<file path="src/rtl/adc_ctrl_pkg.sv">
// Shared constants and types for the converter control block.
// Assumes a 10 MHz system clock and a byte-addressed 32-bit register bus.
package adc_ctrl_pkg;

    // Register byte addresses
    localparam logic [31:0] RESULT_ADDR = 32'h4000_e000;
    localparam logic [31:0] CONFIG_ADDR = 32'h4000_e004;
    localparam logic [31:0] OFFSET_ADDR = 32'h4000_e008;
    localparam logic [31:0] GAIN_ADDR   = 32'h4000_e00c;

    // Reset values
    localparam logic [15:0] CONFIG_RESET = 16'h1800;
    localparam logic [15:0] OFFSET_RESET = 16'h0000;
    localparam logic [15:0] GAIN_RESET   = 16'h8000;
    localparam logic [15:0] RESULT_RESET = 16'h0000;

    // Input select codes; pins occupy 0 up to the last pin code
    localparam logic [3:0] SEL_LAST_PIN = 4'h5;
    localparam logic [3:0] SEL_GROUND   = 4'h8;
    localparam logic [3:0] SEL_HALF_PAD = 4'hb;

    // Timing: converter clocks at period zero, rates, start settling
    localparam int BASE_CLOCKS = 32;
    localparam int MIN_BITS    = 7;
    localparam int CLK_MHZ     = 10;
    localparam int FAST_MHZ    = 6;
    localparam int SLOW_MHZ    = 1;
    localparam int SETTLE_US   = 21;
    localparam int SETTLE_CYC  = SETTLE_US * CLK_MHZ;
    localparam int SETTLE_W    = $clog2(SETTLE_CYC + 1);
    localparam int COUNT_W     = 14;
    localparam int GAIN_FRAC   = 15;

    // Configuration register layout, bit 15 down to bit 0
    typedef struct packed {
        logic [2:0] period;
        logic [1:0] reserved_pair;
        logic [3:0] positive_input_select;
        logic [3:0] negative_input_select;
        logic       slow_clock_select;
        logic       reserved_single;
        logic       enable;
    } config_t;

    // Conversion sequencer states, Gray along idle-settle-convert
    typedef enum logic [1:0] {
        ST_IDLE    = 2'h0,
        ST_SETTLE  = 2'h1,
        ST_CONVERT = 2'h3
    } conv_state_t;

    // Bits of the left-aligned result that carry significance
    function automatic logic [15:0] resolution_mask(input logic [2:0] period);
        return 16'hffff << (4'(16 - MIN_BITS) - {1'b0, period});
    endfunction

    // True for codes that name a real source
    function automatic logic select_valid(input logic [3:0] code);
        return (code <= SEL_LAST_PIN) ||
               (code >= SEL_GROUND && code <= SEL_HALF_PAD);
    endfunction

endpackage

</file>
<file path="src/rtl/adc_ctrl.sv">
// Converter control: configuration, sequencing and result registers.
// Assumes an Avalon-MM master on clk and a front end whose left-aligned
// sample on raw_sample is synchronous to clk and valid at each tick.
//
// Functional notes
// - Result is read-only signed 16 bits, upper zero
// - Result left-aligned, top valid bit is 15
// - Period field gives 32 shl n clocks
// - Positive select codes map pins and references
// - Negative select uses same code map
// - Clock select: zero fast, one slow
// - Enable one runs continuously, zero stops
// - First conversion doubled plus 21 us
// - Config change while running doubles next conversion
// - Offset added, then gain applied to result
`timescale 1ns/1ps
module adc_ctrl (
    input  wire logic        clk,
    input  wire logic        reset,
    input  wire logic [31:0] address,
    input  wire logic        read,
    input  wire logic        write,
    input  wire logic [31:0] writedata,
    input  wire logic [3:0]  byteenable,
    output logic      [31:0] readdata,
    output logic             waitrequest,
    input  wire logic [15:0] raw_sample,
    output logic             converter_run,
    output logic             conv_clk_en,
    output logic             sample_done,
    output logic             slow_clock_select,
    output logic      [3:0]  positive_input_select,
    output logic      [3:0]  negative_input_select,
    output logic             select_reserved
);

    localparam int CW = adc_ctrl_pkg::COUNT_W;
    localparam int SW = adc_ctrl_pkg::SETTLE_W;

    adc_ctrl_pkg::config_t     cfg_q;
    adc_ctrl_pkg::config_t     cfg_d;
    adc_ctrl_pkg::conv_state_t state_q;
    adc_ctrl_pkg::conv_state_t state_d;
    logic [15:0]   offset_q;
    logic [15:0]   offset_d;
    logic [15:0]   gain_q;
    logic [15:0]   gain_d;
    logic [15:0]   result_q;
    logic [15:0]   result_d;
    logic [2:0]    per_q;
    logic [2:0]    per_d;
    logic [CW-1:0] cnt_q;
    logic [CW-1:0] cnt_d;
    logic [SW-1:0] settle_q;
    logic [SW-1:0] settle_d;
    logic          double_q;
    logic          double_d;
    logic          done_q;
    logic          done_d;
    logic          ack_q;
    logic          ack_d;
    logic [31:0]   rdata_q;
    logic [31:0]   rdata_d;
    logic          wr_en;
    logic          cfg_changed;
    logic          tick;
    logic [CW-1:0] target;
    logic [15:0]   corrected;

    // Byte-lane merge of a write into a 16-bit register
    function automatic logic [15:0] merge16(input logic [15:0] old,
                                            input logic [31:0] wd,
                                            input logic [3:0]  be);
        logic [15:0] v;
        v = old;
        for (int i = 0; i < 2; i++) begin
            if (be[i]) begin
                v[8*i +: 8] = wd[8*i +: 8];
            end
        end
        return v;
    endfunction

    // Converter clock enable, fast or slow
    conv_tick_gen u_tick (
        .clk    (clk),
        .reset  (reset),
        .enable (state_q != adc_ctrl_pkg::ST_IDLE),
        .slow   (cfg_q.slow_clock_select),
        .tick   (tick)
    );

    // Offset then gain on the sample, masked to resolution
    result_correct u_correct (
        .raw    (raw_sample),
        .offset (offset_q),
        .gain   (gain_q),
        .period (cfg_q.period),
        .value  (corrected)
    );

    // Bus slave: one wait cycle, then the request completes
    always_comb begin
        ack_d   = (read | write) & ~ack_q;
        wr_en   = write & ack_q;
        rdata_d = rdata_q;
        if (read && !ack_q) begin
            case (address)
                adc_ctrl_pkg::RESULT_ADDR: rdata_d = {16'h0000, result_q};
                adc_ctrl_pkg::CONFIG_ADDR: rdata_d = {16'h0000, cfg_q};
                adc_ctrl_pkg::OFFSET_ADDR: rdata_d = {16'h0000, offset_q};
                adc_ctrl_pkg::GAIN_ADDR:   rdata_d = {16'h0000, gain_q};
                default:                   rdata_d = 32'h0000_0000;
            endcase
        end
    end

    // Register writes; the result register ignores writes
    always_comb begin
        cfg_d    = cfg_q;
        offset_d = offset_q;
        gain_d   = gain_q;
        if (wr_en && address == adc_ctrl_pkg::CONFIG_ADDR) begin
            cfg_d = merge16(cfg_q, writedata, byteenable);
        end
        if (wr_en && address == adc_ctrl_pkg::OFFSET_ADDR) begin
            offset_d = merge16(offset_q, writedata, byteenable);
        end
        if (wr_en && address == adc_ctrl_pkg::GAIN_ADDR) begin
            gain_d = merge16(gain_q, writedata, byteenable);
        end
        cfg_changed = (cfg_d != cfg_q);
    end

    // Conversion length in converter clocks, doubled when flagged
    always_comb begin
        target = CW'(adc_ctrl_pkg::BASE_CLOCKS) << cfg_q.period;
        if (double_q) begin
            target = target << 1;
        end
    end

    // Sequencer: settle after start, then back-to-back conversions
    always_comb begin
        state_d  = state_q;
        cnt_d    = cnt_q;
        settle_d = settle_q;
        double_d = double_q;
        done_d   = 1'b0;
        result_d = result_q;
        per_d    = per_q;
        case (state_q)
            adc_ctrl_pkg::ST_IDLE: begin
                if (cfg_q.enable) begin
                    state_d  = adc_ctrl_pkg::ST_SETTLE;
                    settle_d = '0;
                    cnt_d    = '0;
                    double_d = 1'b1;
                end
            end
            adc_ctrl_pkg::ST_SETTLE: begin
                if (settle_q == SW'(adc_ctrl_pkg::SETTLE_CYC - 1)) begin
                    state_d = adc_ctrl_pkg::ST_CONVERT;
                end else begin
                    settle_d = settle_q + SW'(1);
                end
            end
            adc_ctrl_pkg::ST_CONVERT: begin
                if (tick) begin
                    if (cnt_q == target - CW'(1)) begin
                        cnt_d    = '0;
                        double_d = 1'b0;
                        done_d   = 1'b1;
                        result_d = corrected;
                        per_d    = cfg_q.period;
                    end else begin
                        cnt_d = cnt_q + CW'(1);
                    end
                end
            end
            default: begin
                state_d = adc_ctrl_pkg::ST_IDLE;
            end
        endcase
        if (!cfg_q.enable) begin
            state_d  = adc_ctrl_pkg::ST_IDLE;
            double_d = 1'b0;
        end else if (cfg_changed && cfg_d.enable &&
                     state_q == adc_ctrl_pkg::ST_CONVERT) begin
            cnt_d    = '0;
            double_d = 1'b1;
        end
    end

    // State registers
    always_ff @(posedge clk or posedge reset) begin
        if (reset) begin
            cfg_q    <= adc_ctrl_pkg::CONFIG_RESET;
            offset_q <= adc_ctrl_pkg::OFFSET_RESET;
            gain_q   <= adc_ctrl_pkg::GAIN_RESET;
            result_q <= adc_ctrl_pkg::RESULT_RESET;
            state_q  <= adc_ctrl_pkg::ST_IDLE;
            per_q    <= 3'h0;
            cnt_q    <= '0;
            settle_q <= '0;
            double_q <= 1'b0;
            done_q   <= 1'b0;
            ack_q    <= 1'b0;
            rdata_q  <= 32'h0000_0000;
        end else begin
            cfg_q    <= cfg_d;
            offset_q <= offset_d;
            gain_q   <= gain_d;
            result_q <= result_d;
            state_q  <= state_d;
            per_q    <= per_d;
            cnt_q    <= cnt_d;
            settle_q <= settle_d;
            double_q <= double_d;
            done_q   <= done_d;
            ack_q    <= ack_d;
            rdata_q  <= rdata_d;
        end
    end

    // Outputs; mux codes go straight to the analog switches
    assign waitrequest           = (read | write) & ~ack_q;
    assign readdata              = rdata_q;
    assign converter_run         = (state_q != adc_ctrl_pkg::ST_IDLE);
    assign conv_clk_en           = tick;
    assign sample_done           = done_q;
    assign slow_clock_select     = cfg_q.slow_clock_select;
    assign positive_input_select = cfg_q.positive_input_select;
    assign negative_input_select = cfg_q.negative_input_select;
    // Flags a reserved code left in either select field
    assign select_reserved =
        !adc_ctrl_pkg::select_valid(cfg_q.positive_input_select) ||
        !adc_ctrl_pkg::select_valid(cfg_q.negative_input_select);
endmodule // adc_ctrl

</file>
<file path="src/rtl/conv_tick_gen.sv">
// Converter clock enable made from the system clock by a fractional divider.
// Assumes the system clock rate in MHz exceeds the fast converter rate.
`timescale 1ns/1ps
module conv_tick_gen (
    input  wire logic clk,
    input  wire logic reset,
    input  wire logic enable,
    input  wire logic slow,
    output logic      tick
);
    logic [3:0] acc_q;
    logic [3:0] acc_d;
    logic       tick_q;
    logic       tick_d;
    logic [4:0] sum;

    // Phase accumulator: step of rate in MHz, wraps at system MHz
    always_comb begin
        sum    = {1'b0, acc_q} + (slow ? 5'(adc_ctrl_pkg::SLOW_MHZ)
                                       : 5'(adc_ctrl_pkg::FAST_MHZ));
        acc_d  = sum[3:0];
        tick_d = 1'b0;
        if (!enable) begin
            acc_d = 4'h0;
        end else if (sum >= 5'(adc_ctrl_pkg::CLK_MHZ)) begin
            acc_d  = 4'(sum - 5'(adc_ctrl_pkg::CLK_MHZ));
            tick_d = 1'b1;
        end
    end

    // Register stage
    always_ff @(posedge clk or posedge reset) begin
        if (reset) begin
            acc_q  <= 4'h0;
            tick_q <= 1'b0;
        end else begin
            acc_q  <= acc_d;
            tick_q <= tick_d;
        end
    end

    assign tick = tick_q;

endmodule // conv_tick_gen

</file>
<file path="src/rtl/result_correct.sv">
// Offset and gain correction of a raw left-aligned sample.
// Assumes the caller registers the output; purely combinational.
`timescale 1ns/1ps
module result_correct (
    input  wire logic [15:0] raw,
    input  wire logic [15:0] offset,
    input  wire logic [15:0] gain,
    input  wire logic [2:0]  period,
    output logic      [15:0] value
);
    logic signed [16:0] sum;
    logic signed [33:0] prod;
    logic signed [18:0] scaled;
    logic        [15:0] clipped;

    // Offset first, then unsigned 1.15 gain, then clip and mask
    always_comb begin
        sum    = $signed({raw[15], raw}) + $signed({offset[15], offset});
        prod   = sum * $signed({1'b0, gain});
        scaled = prod[adc_ctrl_pkg::GAIN_FRAC +: 19];
        if (!scaled[18] && |scaled[17:15]) begin
            clipped = 16'h7fff;
        end else if (scaled[18] && !(&scaled[17:15])) begin
            clipped = 16'h8000;
        end else begin
            clipped = scaled[15:0];
        end
        value = clipped & adc_ctrl_pkg::resolution_mask(period);
    end

endmodule // result_correct

</file>
<file path="config.mk">
export PLATFORM = sky130hd
export DESIGN_NAME = adc_ctrl
export DESIGN_NICKNAME = d
export VERILOG_FILES = /design/src/rtl/adc_ctrl_pkg.sv /design/src/rtl/adc_ctrl.sv /design/src/rtl/conv_tick_gen.sv /design/src/rtl/result_correct.sv
export SDC_FILE = /design/constraint.sdc
export NUM_CORES = 1
export LEC_CHECK = 0
export BUFFER_PORTS_ARGS = -buffer_cell sky130_fd_sc_hd__buf_2
export CAP_MARGIN = 20
export CORE_ASPECT_RATIO = 0.5
export CORE_MARGIN = 8
export CORE_UTILIZATION = 48
export CTS_CLUSTER_SIZE = 24
export DETAILED_ROUTE_END_ITERATION = 12
export GPL_TIMING_DRIVEN = 0
export PLACE_DENSITY = 0.66
export REMOVE_ABC_BUFFERS = 1
export SYNTH_ARGS = -nofsm -noshare
export SYNTH_HDL_FRONTEND = slang
export SYNTH_SLANG_ARGS = --single-unit
export TNS_END_PERCENT = 20
</file>
<file path="constraint.sdc">
create_clock -name clk -period 9.9 [get_ports clk]
set_input_delay 1.98 -clock clk [delete_from_list [all_inputs] [get_ports clk]]
set_output_delay 1.98 -clock clk [all_outputs]
set_load 0.01 [all_outputs]
</file>
# ---- Word level (Yosys, flattened, before mapping)
# Cells that the tools add are included.
dict set report word_totals {
  register_bits 128
  in_bits 88
  output_inout_bits 46
  elab_cells 122
}
dict set report classes {
  n_addsub 7
  multipliers 1
  order_cmp 7
  n_eq_ne 16
  n_shift 2
  n_mux 32
  bitwise 5
  n_reduce_logical 31
}
# cell count
set op_table {}
lappend op_table {{== test 32 x 31 -> 1 bit (second input constant)} 4}
lappend op_table {{2-to-1 mux 14 bit} 6}
lappend op_table {{one-hot mux 16 bit (4 select lines)} 1}
lappend op_table {{2-to-1 mux 16 bit} 3}
lappend op_table {{multiplier 17 x 17 -> 34 bit} 1}
lappend op_table {{2-to-1 mux 8 bit} 4}
lappend op_table {{one-hot mux 14 bit (2 select lines)} 1}
lappend op_table {{adder 16 x 16 -> 17 bit} 1}
lappend op_table {{bitwise AND 16 bit} 1}
lappend op_table {{inequality test 16 bit} 1}
lappend op_table {{one-hot mux 8 bit (2 select lines)} 1}
lappend op_table {{<< shifter 16 x 4 -> 16 bit (first input constant)} 1}
lappend op_table {{adder 14 x 1 -> 14 bit (second input constant)} 1}
lappend op_table {{== test 14 bit} 1}
lappend op_table {{<< shifter 6 x 3 -> 14 bit (first input constant)} 1}
lappend op_table {{subtractor 14 x 1 -> 14 bit (second input constant)} 1}
lappend op_table {{AND reduction 3 bit} 4}
lappend op_table {{logical AND 1 bit} 10}
lappend op_table {{AND reduction 2 bit} 5}
lappend op_table {{2-to-1 mux 1 bit} 9}
lappend op_table {{adder 8 x 1 -> 8 bit (second input constant)} 1}
lappend op_table {{== test 8 bit (second input constant)} 1}
lappend op_table {{>= comparator 4 bit (second input constant)} 2}
lappend op_table {{<= comparator 4 x 3 -> 1 bit (second input constant)} 2}
lappend op_table {{other kinds (25)} 38}

# ---- Depth between registers and ports, before layout
dict set report depth {
  word_depth 9
  ltp_mapped 37
  ltp_nobuf 34
}

# ---- Hierarchy
# Synthesis repeated with hierarchy kept, for this count alone.
dict set report unflattened {
  cells_unflattened 1932
  hier_area_um2 18033.5
}
# module instances cells_per_inst area_each_um2 seq_area_each_um2
set modules_own_cells {}
lappend modules_own_cells {result_correct 1 1335 11587.4 0.0}
lappend modules_own_cells {adc_ctrl 1 540 5935.7 2681.3}
lappend modules_own_cells {conv_tick_gen 1 57 510.5 125.1}

# ---- Least setup slack after synthesis
# OpenSTA, ideal clock, no wires.
dict set report synth_path {
  path_type {in2reg}
  start {input port raw_sample[0]}
  end {register result_q[9]}
  setup_time_ns 0.127
  t_arrival_ns 10.010
  required_time_ns 9.773
  slack_ns -0.237
  stages 34
  n_path_buf 4
  cell_sequence {ha_1 inv_1 fa_1 nor2b_1 o21ai_0 a21boi_0 o21ai_0 a31oi_1 nand4_1 a41o_1 clkbuf_1 clkbuf_1 nand2_1 fa_1 fa_1 clkbuf_1 xor2_1 xor2_1 fa_1 fa_1 inv_1 fa_1 inv_1 ha_1 and3_1 a221oi_1 o21ai_0 a22oi_1 o211ai_1 xnor2_1 o31ai_2 buf_2 a211oi_1 a21oi_1}
}
dict set report synth_via {
  elab_chain_cells 8
  elab_cells_between_ends 11
  classes_between {add/sub (1); mul (1); mux (2); bitwise (1); reduce/logical (6)}
}
# element line_no
set synth_rtl {}
lappend synth_rtl {{start: declaration} adc_ctrl.sv:27} ;# input wire logic [15:0] raw_sample,
lappend synth_rtl {{adder 16 x 16 -> 17 bit (*)} result_correct.sv:18} ;# sum = $signed({raw[15], raw}) + $signed({offset[15], offset});
lappend synth_rtl {{multiplier 17 x 17 -> 34 bit (*)} result_correct.sv:19} ;# prod = sum * $signed({1'b0, gain});
lappend synth_rtl {{AND reduction 3 bit} result_correct.sv:23} ;# end else if (scaled[18] && !(&scaled[17:15])) begin
lappend synth_rtl {{zero test 1 bit} result_correct.sv:23}
lappend synth_rtl {{logical AND 1 bit} result_correct.sv:23}
lappend synth_rtl {{2-to-1 mux 16 bit} result_correct.sv:23}
lappend synth_rtl {{2-to-1 mux 16 bit (*)} result_correct.sv:21} ;# if (!scaled[18] && |scaled[17:15]) begin
lappend synth_rtl {{bitwise AND 16 bit (*)} result_correct.sv:28} ;# value = clipped & adc_ctrl_pkg::resolution_mask(period);
lappend synth_rtl {{end signal: assignment} adc_ctrl.sv:201} ;# result_q <= adc_ctrl_pkg::RESULT_RESET;
lappend synth_rtl {{end signal: assignment} adc_ctrl.sv:214} ;# result_q <= result_d;
lappend synth_rtl {{end: declaration} adc_ctrl.sv:48} ;# logic [15:0] result_q;
# Every way passes the cells marked *; elsewhere a longest branch is shown, timed or not.
# A chain may end at the register's enable or synchronous reset.

# ---- Worst setup path after layout
dict set report layout_path {
  start {input port raw_sample[0]}
  end {register result_q[4]}
}
# The elaborated chain is that of the path after synthesis.

==> run summary <==
CLOCK NETWORK
-----------------------------------------------------------------------------------------------
Clock latency reported for the late side of the worst-skew pair ..................      0.36 ns
Root buffer selected by CTS ...................................................... sky130_fd_sc_hd__clkbuf_16
CTS tree .........................................................................         done
Num CTS Buffers ..................................................................            9
CTS Buffer Depth .................................................................            2
Clock sink count .................................................................          112
Deepest level of the CTS H-tree ..................................................            3
Clock input transition at the sequential cells of the worst setup and hold paths .      0.07 ns
Hold buffers post-CTS ............................................................            0

WORST SETUP PATH
-----------------------------------------------------------------------------------------------
Required time reported for the critical path endpoint ............................     10.13 ns
Crit path arrival time ...........................................................      9.93 ns
Endpoint kind of the worst setup timing path .....................................     register
Max incr delay on CP .............................................................      0.56 ns
Crit-path leading delay family ...................................................  adder cells
Maximum fanout along the worst path ..............................................           10
Cell occurring most often along the worst timing path ............................ sky130_fd_sc_hd__fa_1
Max stage delay cell, worst path ................................................. sky130_fd_sc_hd__fa_1
Crit path buf inv count ..........................................................           10
Sort of element at the start of the critical path ................................    input pin
Category of the most critical setup path ......................................... input pin to register

DIE
-----------------------------------------------------------------------------------------------
Die outline area .................................................................  0.0435 mm^2
Initial Util .....................................................................        48.9%
Boundary Pins ....................................................................          134
Die extent in x ..................................................................       287 um
Placeable Area ...................................................................  0.0360 mm^2
Floorplan die height .............................................................       152 um
Placement row count ..............................................................           49

PLACED DESIGN
-----------------------------------------------------------------------------------------------
Number of buffers inserted by port buffering .....................................           99
RD Place Congestion ..............................................................        0.887
Detail Placement HPWL ............................................................    34,100 um
Number of instances in the placed design .........................................        2,445

GLOBAL ROUTING
-----------------------------------------------------------------------------------------------
Antenna violations before repair .................................................            3
First-pass GRT wire length .......................................................    72,100 um
Largest net degree at the start of global routing ................................           59
GR Util All Layers ...............................................................        20.5%
Sum of overflow across all layers after global routing ...........................            0
Number of global-route vias before repair ........................................       13,700

TIMING
-----------------------------------------------------------------------------------------------
Post-route fraction of the period consumed by the critical path ..................        97.9%
Slew margin rel. .................................................................        19.0%
Timing-limited maximum frequency .................................................      103 MHz
Final number of hold-violating endpoints .........................................            0
Least-Margin Pin Slew ............................................................      1.22 ns
Post-Route Skew ..................................................................    0.0110 ns
Number of pins with negative max-slew slack in the final report ..................            0
Final setup violating endpoints ..................................................            0
Clock period minus worst slack ...................................................      9.69 ns

YOSYS
-----------------------------------------------------------------------------------------------
Sequential area share after synthesis ............................................        15.9%
Cell count after synthesis .......................................................        1,946
Warnings from Yosys ..............................................................            0
Average instance area after synthesis ............................................    9.07 um^2
Synth unique cells ...............................................................           82
Synth Flop Type .................................................................. sky130_fd_sc_hd__dfrtp_1
#FFs+latches synth ...............................................................          112
Count of flip-flops with a built-in enable after synthesis .......................            0
Synth area leader ................................................................ sky130_fd_sc_hd__fa_1
Synth area leaders ............................................................... sky130_fd_sc_hd__fa_1 (31%), sky130_fd_sc_hd__dfrtp_1 (15%), sky130_fd_sc_hd__ha_1 (8.7%)
Combined area of all synthesized cells ...........................................  0.0176 mm^2
Post-synth ARST share ............................................................         100%
Top cell type's share of synthesized area ........................................        30.5%

ROUTING
-----------------------------------------------------------------------------------------------
Pre-Repair DR Iteration Count ....................................................            5
Detail-routed via count per cell .................................................         5.38
Final WL .........................................................................    44,800 um
Routed WL per cell ...............................................................      18.0 um
DRC viols ........................................................................            0
Routed vias ......................................................................       13,400
Drt initial violations ...........................................................          872
Antenna-violating nets left ......................................................            0

FINAL LAYOUT
-----------------------------------------------------------------------------------------------
Fin nets .........................................................................        2,482
Leading cell type in the layout, fill and taps excluded .......................... sky130_fd_sc_hd__inv_1
Top library cells by usage in the layout, fill and taps aside .................... sky130_fd_sc_hd__inv_1 (364), sky130_fd_sc_hd__fa_1 (263), sky130_fd_sc_hd__nand2_1 (214)
Ratio of cells with drive above 1 in the final layout ............................        14.5%
Finished Layout Cells ............................................................        2,493
Area overhead of the layout relative to synthesis ................................        10.4%

FLOW RUN
-----------------------------------------------------------------------------------------------
Max-cap violations ...............................................................            0

POWER AND IR DROP
-----------------------------------------------------------------------------------------------
PD cells ......................................................................... 46.2 mW/mm^2
Leakage power figure .............................................................      10.1 nW
Post-layout total power ..........................................................     0.900 mW
VDD IR-drop max ..................................................................      86.0 uV

HOLD PATH
-----------------------------------------------------------------------------------------------
Path class of the lowest-slack min-delay path .................................... register to register

RUN STATUS
-----------------------------------------------------------------------------------------------
Run status .......................................................................    completed

## cells in the mapped netlist (4+ instances only)
| cell | instances |
|---|---|
| sky130_fd_sc_hd__dfrtp_1 | 109 |
| sky130_fd_sc_hd__mux2i_1 | 20 |
| sky130_fd_sc_hd__nor2_1 | 57 |
| sky130_fd_sc_hd__o21a_1 | 7 |
| sky130_fd_sc_hd__o21ai_0 | 68 |
| sky130_fd_sc_hd__nor3_1 | 6 |
| sky130_fd_sc_hd__fa_1 | 269 |
| sky130_fd_sc_hd__nand3_1 | 22 |
| sky130_fd_sc_hd__nand4_1 | 17 |
| sky130_fd_sc_hd__and4b_1 | 4 |
| sky130_fd_sc_hd__a31oi_1 | 7 |
| sky130_fd_sc_hd__ha_1 | 122 |
| sky130_fd_sc_hd__o21bai_1 | 6 |
| sky130_fd_sc_hd__and4_1 | 5 |
| sky130_fd_sc_hd__buf_2 | 16 |
| sky130_fd_sc_hd__nand2_1 | 216 |
| sky130_fd_sc_hd__and2_1 | 130 |
| sky130_fd_sc_hd__buf_1 | 5 |
| sky130_fd_sc_hd__o31ai_1 | 5 |
| sky130_fd_sc_hd__and3_1 | 19 |
| sky130_fd_sc_hd__xnor2_1 | 58 |
| sky130_fd_sc_hd__nand2b_1 | 12 |
| sky130_fd_sc_hd__a22oi_1 | 18 |
| sky130_fd_sc_hd__inv_1 | 365 |
| sky130_fd_sc_hd__a21oi_1 | 66 |
| sky130_fd_sc_hd__mux2_2 | 48 |
| sky130_fd_sc_hd__xor2_1 | 27 |
| sky130_fd_sc_hd__o211ai_1 | 4 |
| sky130_fd_sc_hd__clkbuf_1 | 63 |
| sky130_fd_sc_hd__nor4_1 | 8 |
| sky130_fd_sc_hd__a211oi_1 | 7 |
| sky130_fd_sc_hd__buf_4 | 25 |
| sky130_fd_sc_hd__or3_1 | 9 |
| sky130_fd_sc_hd__nand3b_1 | 10 |
| sky130_fd_sc_hd__o21ai_1 | 11 |
| sky130_fd_sc_hd__a21o_1 | 13 |
| sky130_fd_sc_hd__nor3b_1 | 4 |
| sky130_fd_sc_hd__nor2b_1 | 18 |
| sky130_fd_sc_hd__a211o_1 | 5 |
## where the power goes
group / switching, mW / internal [mW]
logic: 0.0683 / 0.0368
registers: 0.000502 / 0.458
clock network: 0.167 / 0.170
total: 0.236 / 0.664
## worst reg2reg max path, delay by kind of cell (launching register included)
kind                       cells  cell delay (ns)
AOI/OAI and AO/OA             10             1.97
buffers and inverters          9             0.99
xor gates and xnor gates       1             0.19
and+or+nand+nor                5             0.80
DFF                            1             0.45
adders and majority gates      9             3.98
## routing by layer
metal | track usage (%) | vias up | share of wire [%]
met2 | 34.6 | 339 | 48
met4 | 5.24 | 2 | 2.1
met1 | 28.3 | 6777 | 45
met5 | 0 | - | 0.029
li1 | - | 6221 | -
met3 | 2.31 | 63 | 5.1
## final timing paths
| path | start | slack, ns | cells after the start | end |
|---|---|---|---|---|
| worst min-delay path | readdata[5] | 0.48 | 2 | readdata[5] |
| worst min register to register | readdata[5] | 0.48 | 2 | readdata[5] |
| max in group asynchronous | reset | 7.52 | 3 | cfg_q[11] |
| worst max register to register | offset_q[0] | 1.42 | 34 | result_q[4] |
| min in group asynchronous | reset | 1.69 | 2 | u_tick.acc_q[2] |
| worst max-delay path | raw_sample[0] | 0.21 | 35 | result_q[4] |
## state kept, by name, summed over array words and instances, names as in the netlist
signal and flops:
gain_q 16, offset_q 16, readdata 16, result_q 16, cnt_q 14, settle_q 8, cfg_q 7, negative_input_select 4
positive_input_select 4, u_tick.acc_q 4, state_q 2, ack_q 1, double_q 1, sample_done 1, slow_clock_select 1, u_tick.tick 1
## through the flow
| step | area (um^2) | utilization, % | setup slack, ns | hold slack [ns] | setup TNS [ns] |
|---|---|---|---|---|---|
| floorplan | 17100 | - | -0.168 | 0.438 | -0.942 |
| CTS | 19100 | 53.1 | -0.000366 | 0.482 | -0.000366 |
| global route | 19500 | 54.0 | -0.0554 | 0.512 | -0.308 |
| global placement | 18200 | 50.6 | -2.43 | 0.460 | -34.71 |
| finish | 19500 | 54.0 | 0.208 | 0.480 | 0 |
| detailed placement | 18500 | 51.4 | -1.95 | 0.466 | -27.14 |
## logic make-up (layout without fill, tap and decap cells)
logic type / after synthesis / count (layout) / synth area share, %
other: 1 / 18 / 0.0213
muxes: 70 / 70 / 4.45
buffers and inverters: 480 / 524 / 11.0
adders and majority gates: 391 / 391 / 39.2
DFF: 112 / 112 / 15.9
and+or+nand+nor: 557 / 557 / 16.3
xor gates and xnor gates: 86 / 86 / 4.31
AOI/OAI and AO/OA: 249 / 251 / 8.85
## final cells by class
class	count	area, um^2
clock inverters	3	20.0
well taps	484	606
flip-flops and latches	112	2810
diodes	2	5.00
inverters	368	1390
fillers	3298	16600
clock buffers	12	236
repair buffers	141	940
multi-input cells	1371	13500
## timing repair
item | 4_1_cts | 5_1_grt
buffers inserted | 9 | 18
cloned | 1 | 1
setup endpoints to repair | 15 | 15
pin swaps | 10 | 19
gates resized for setup | 41 | 34
No activity file was read; power rests on OpenSTA's default activity.
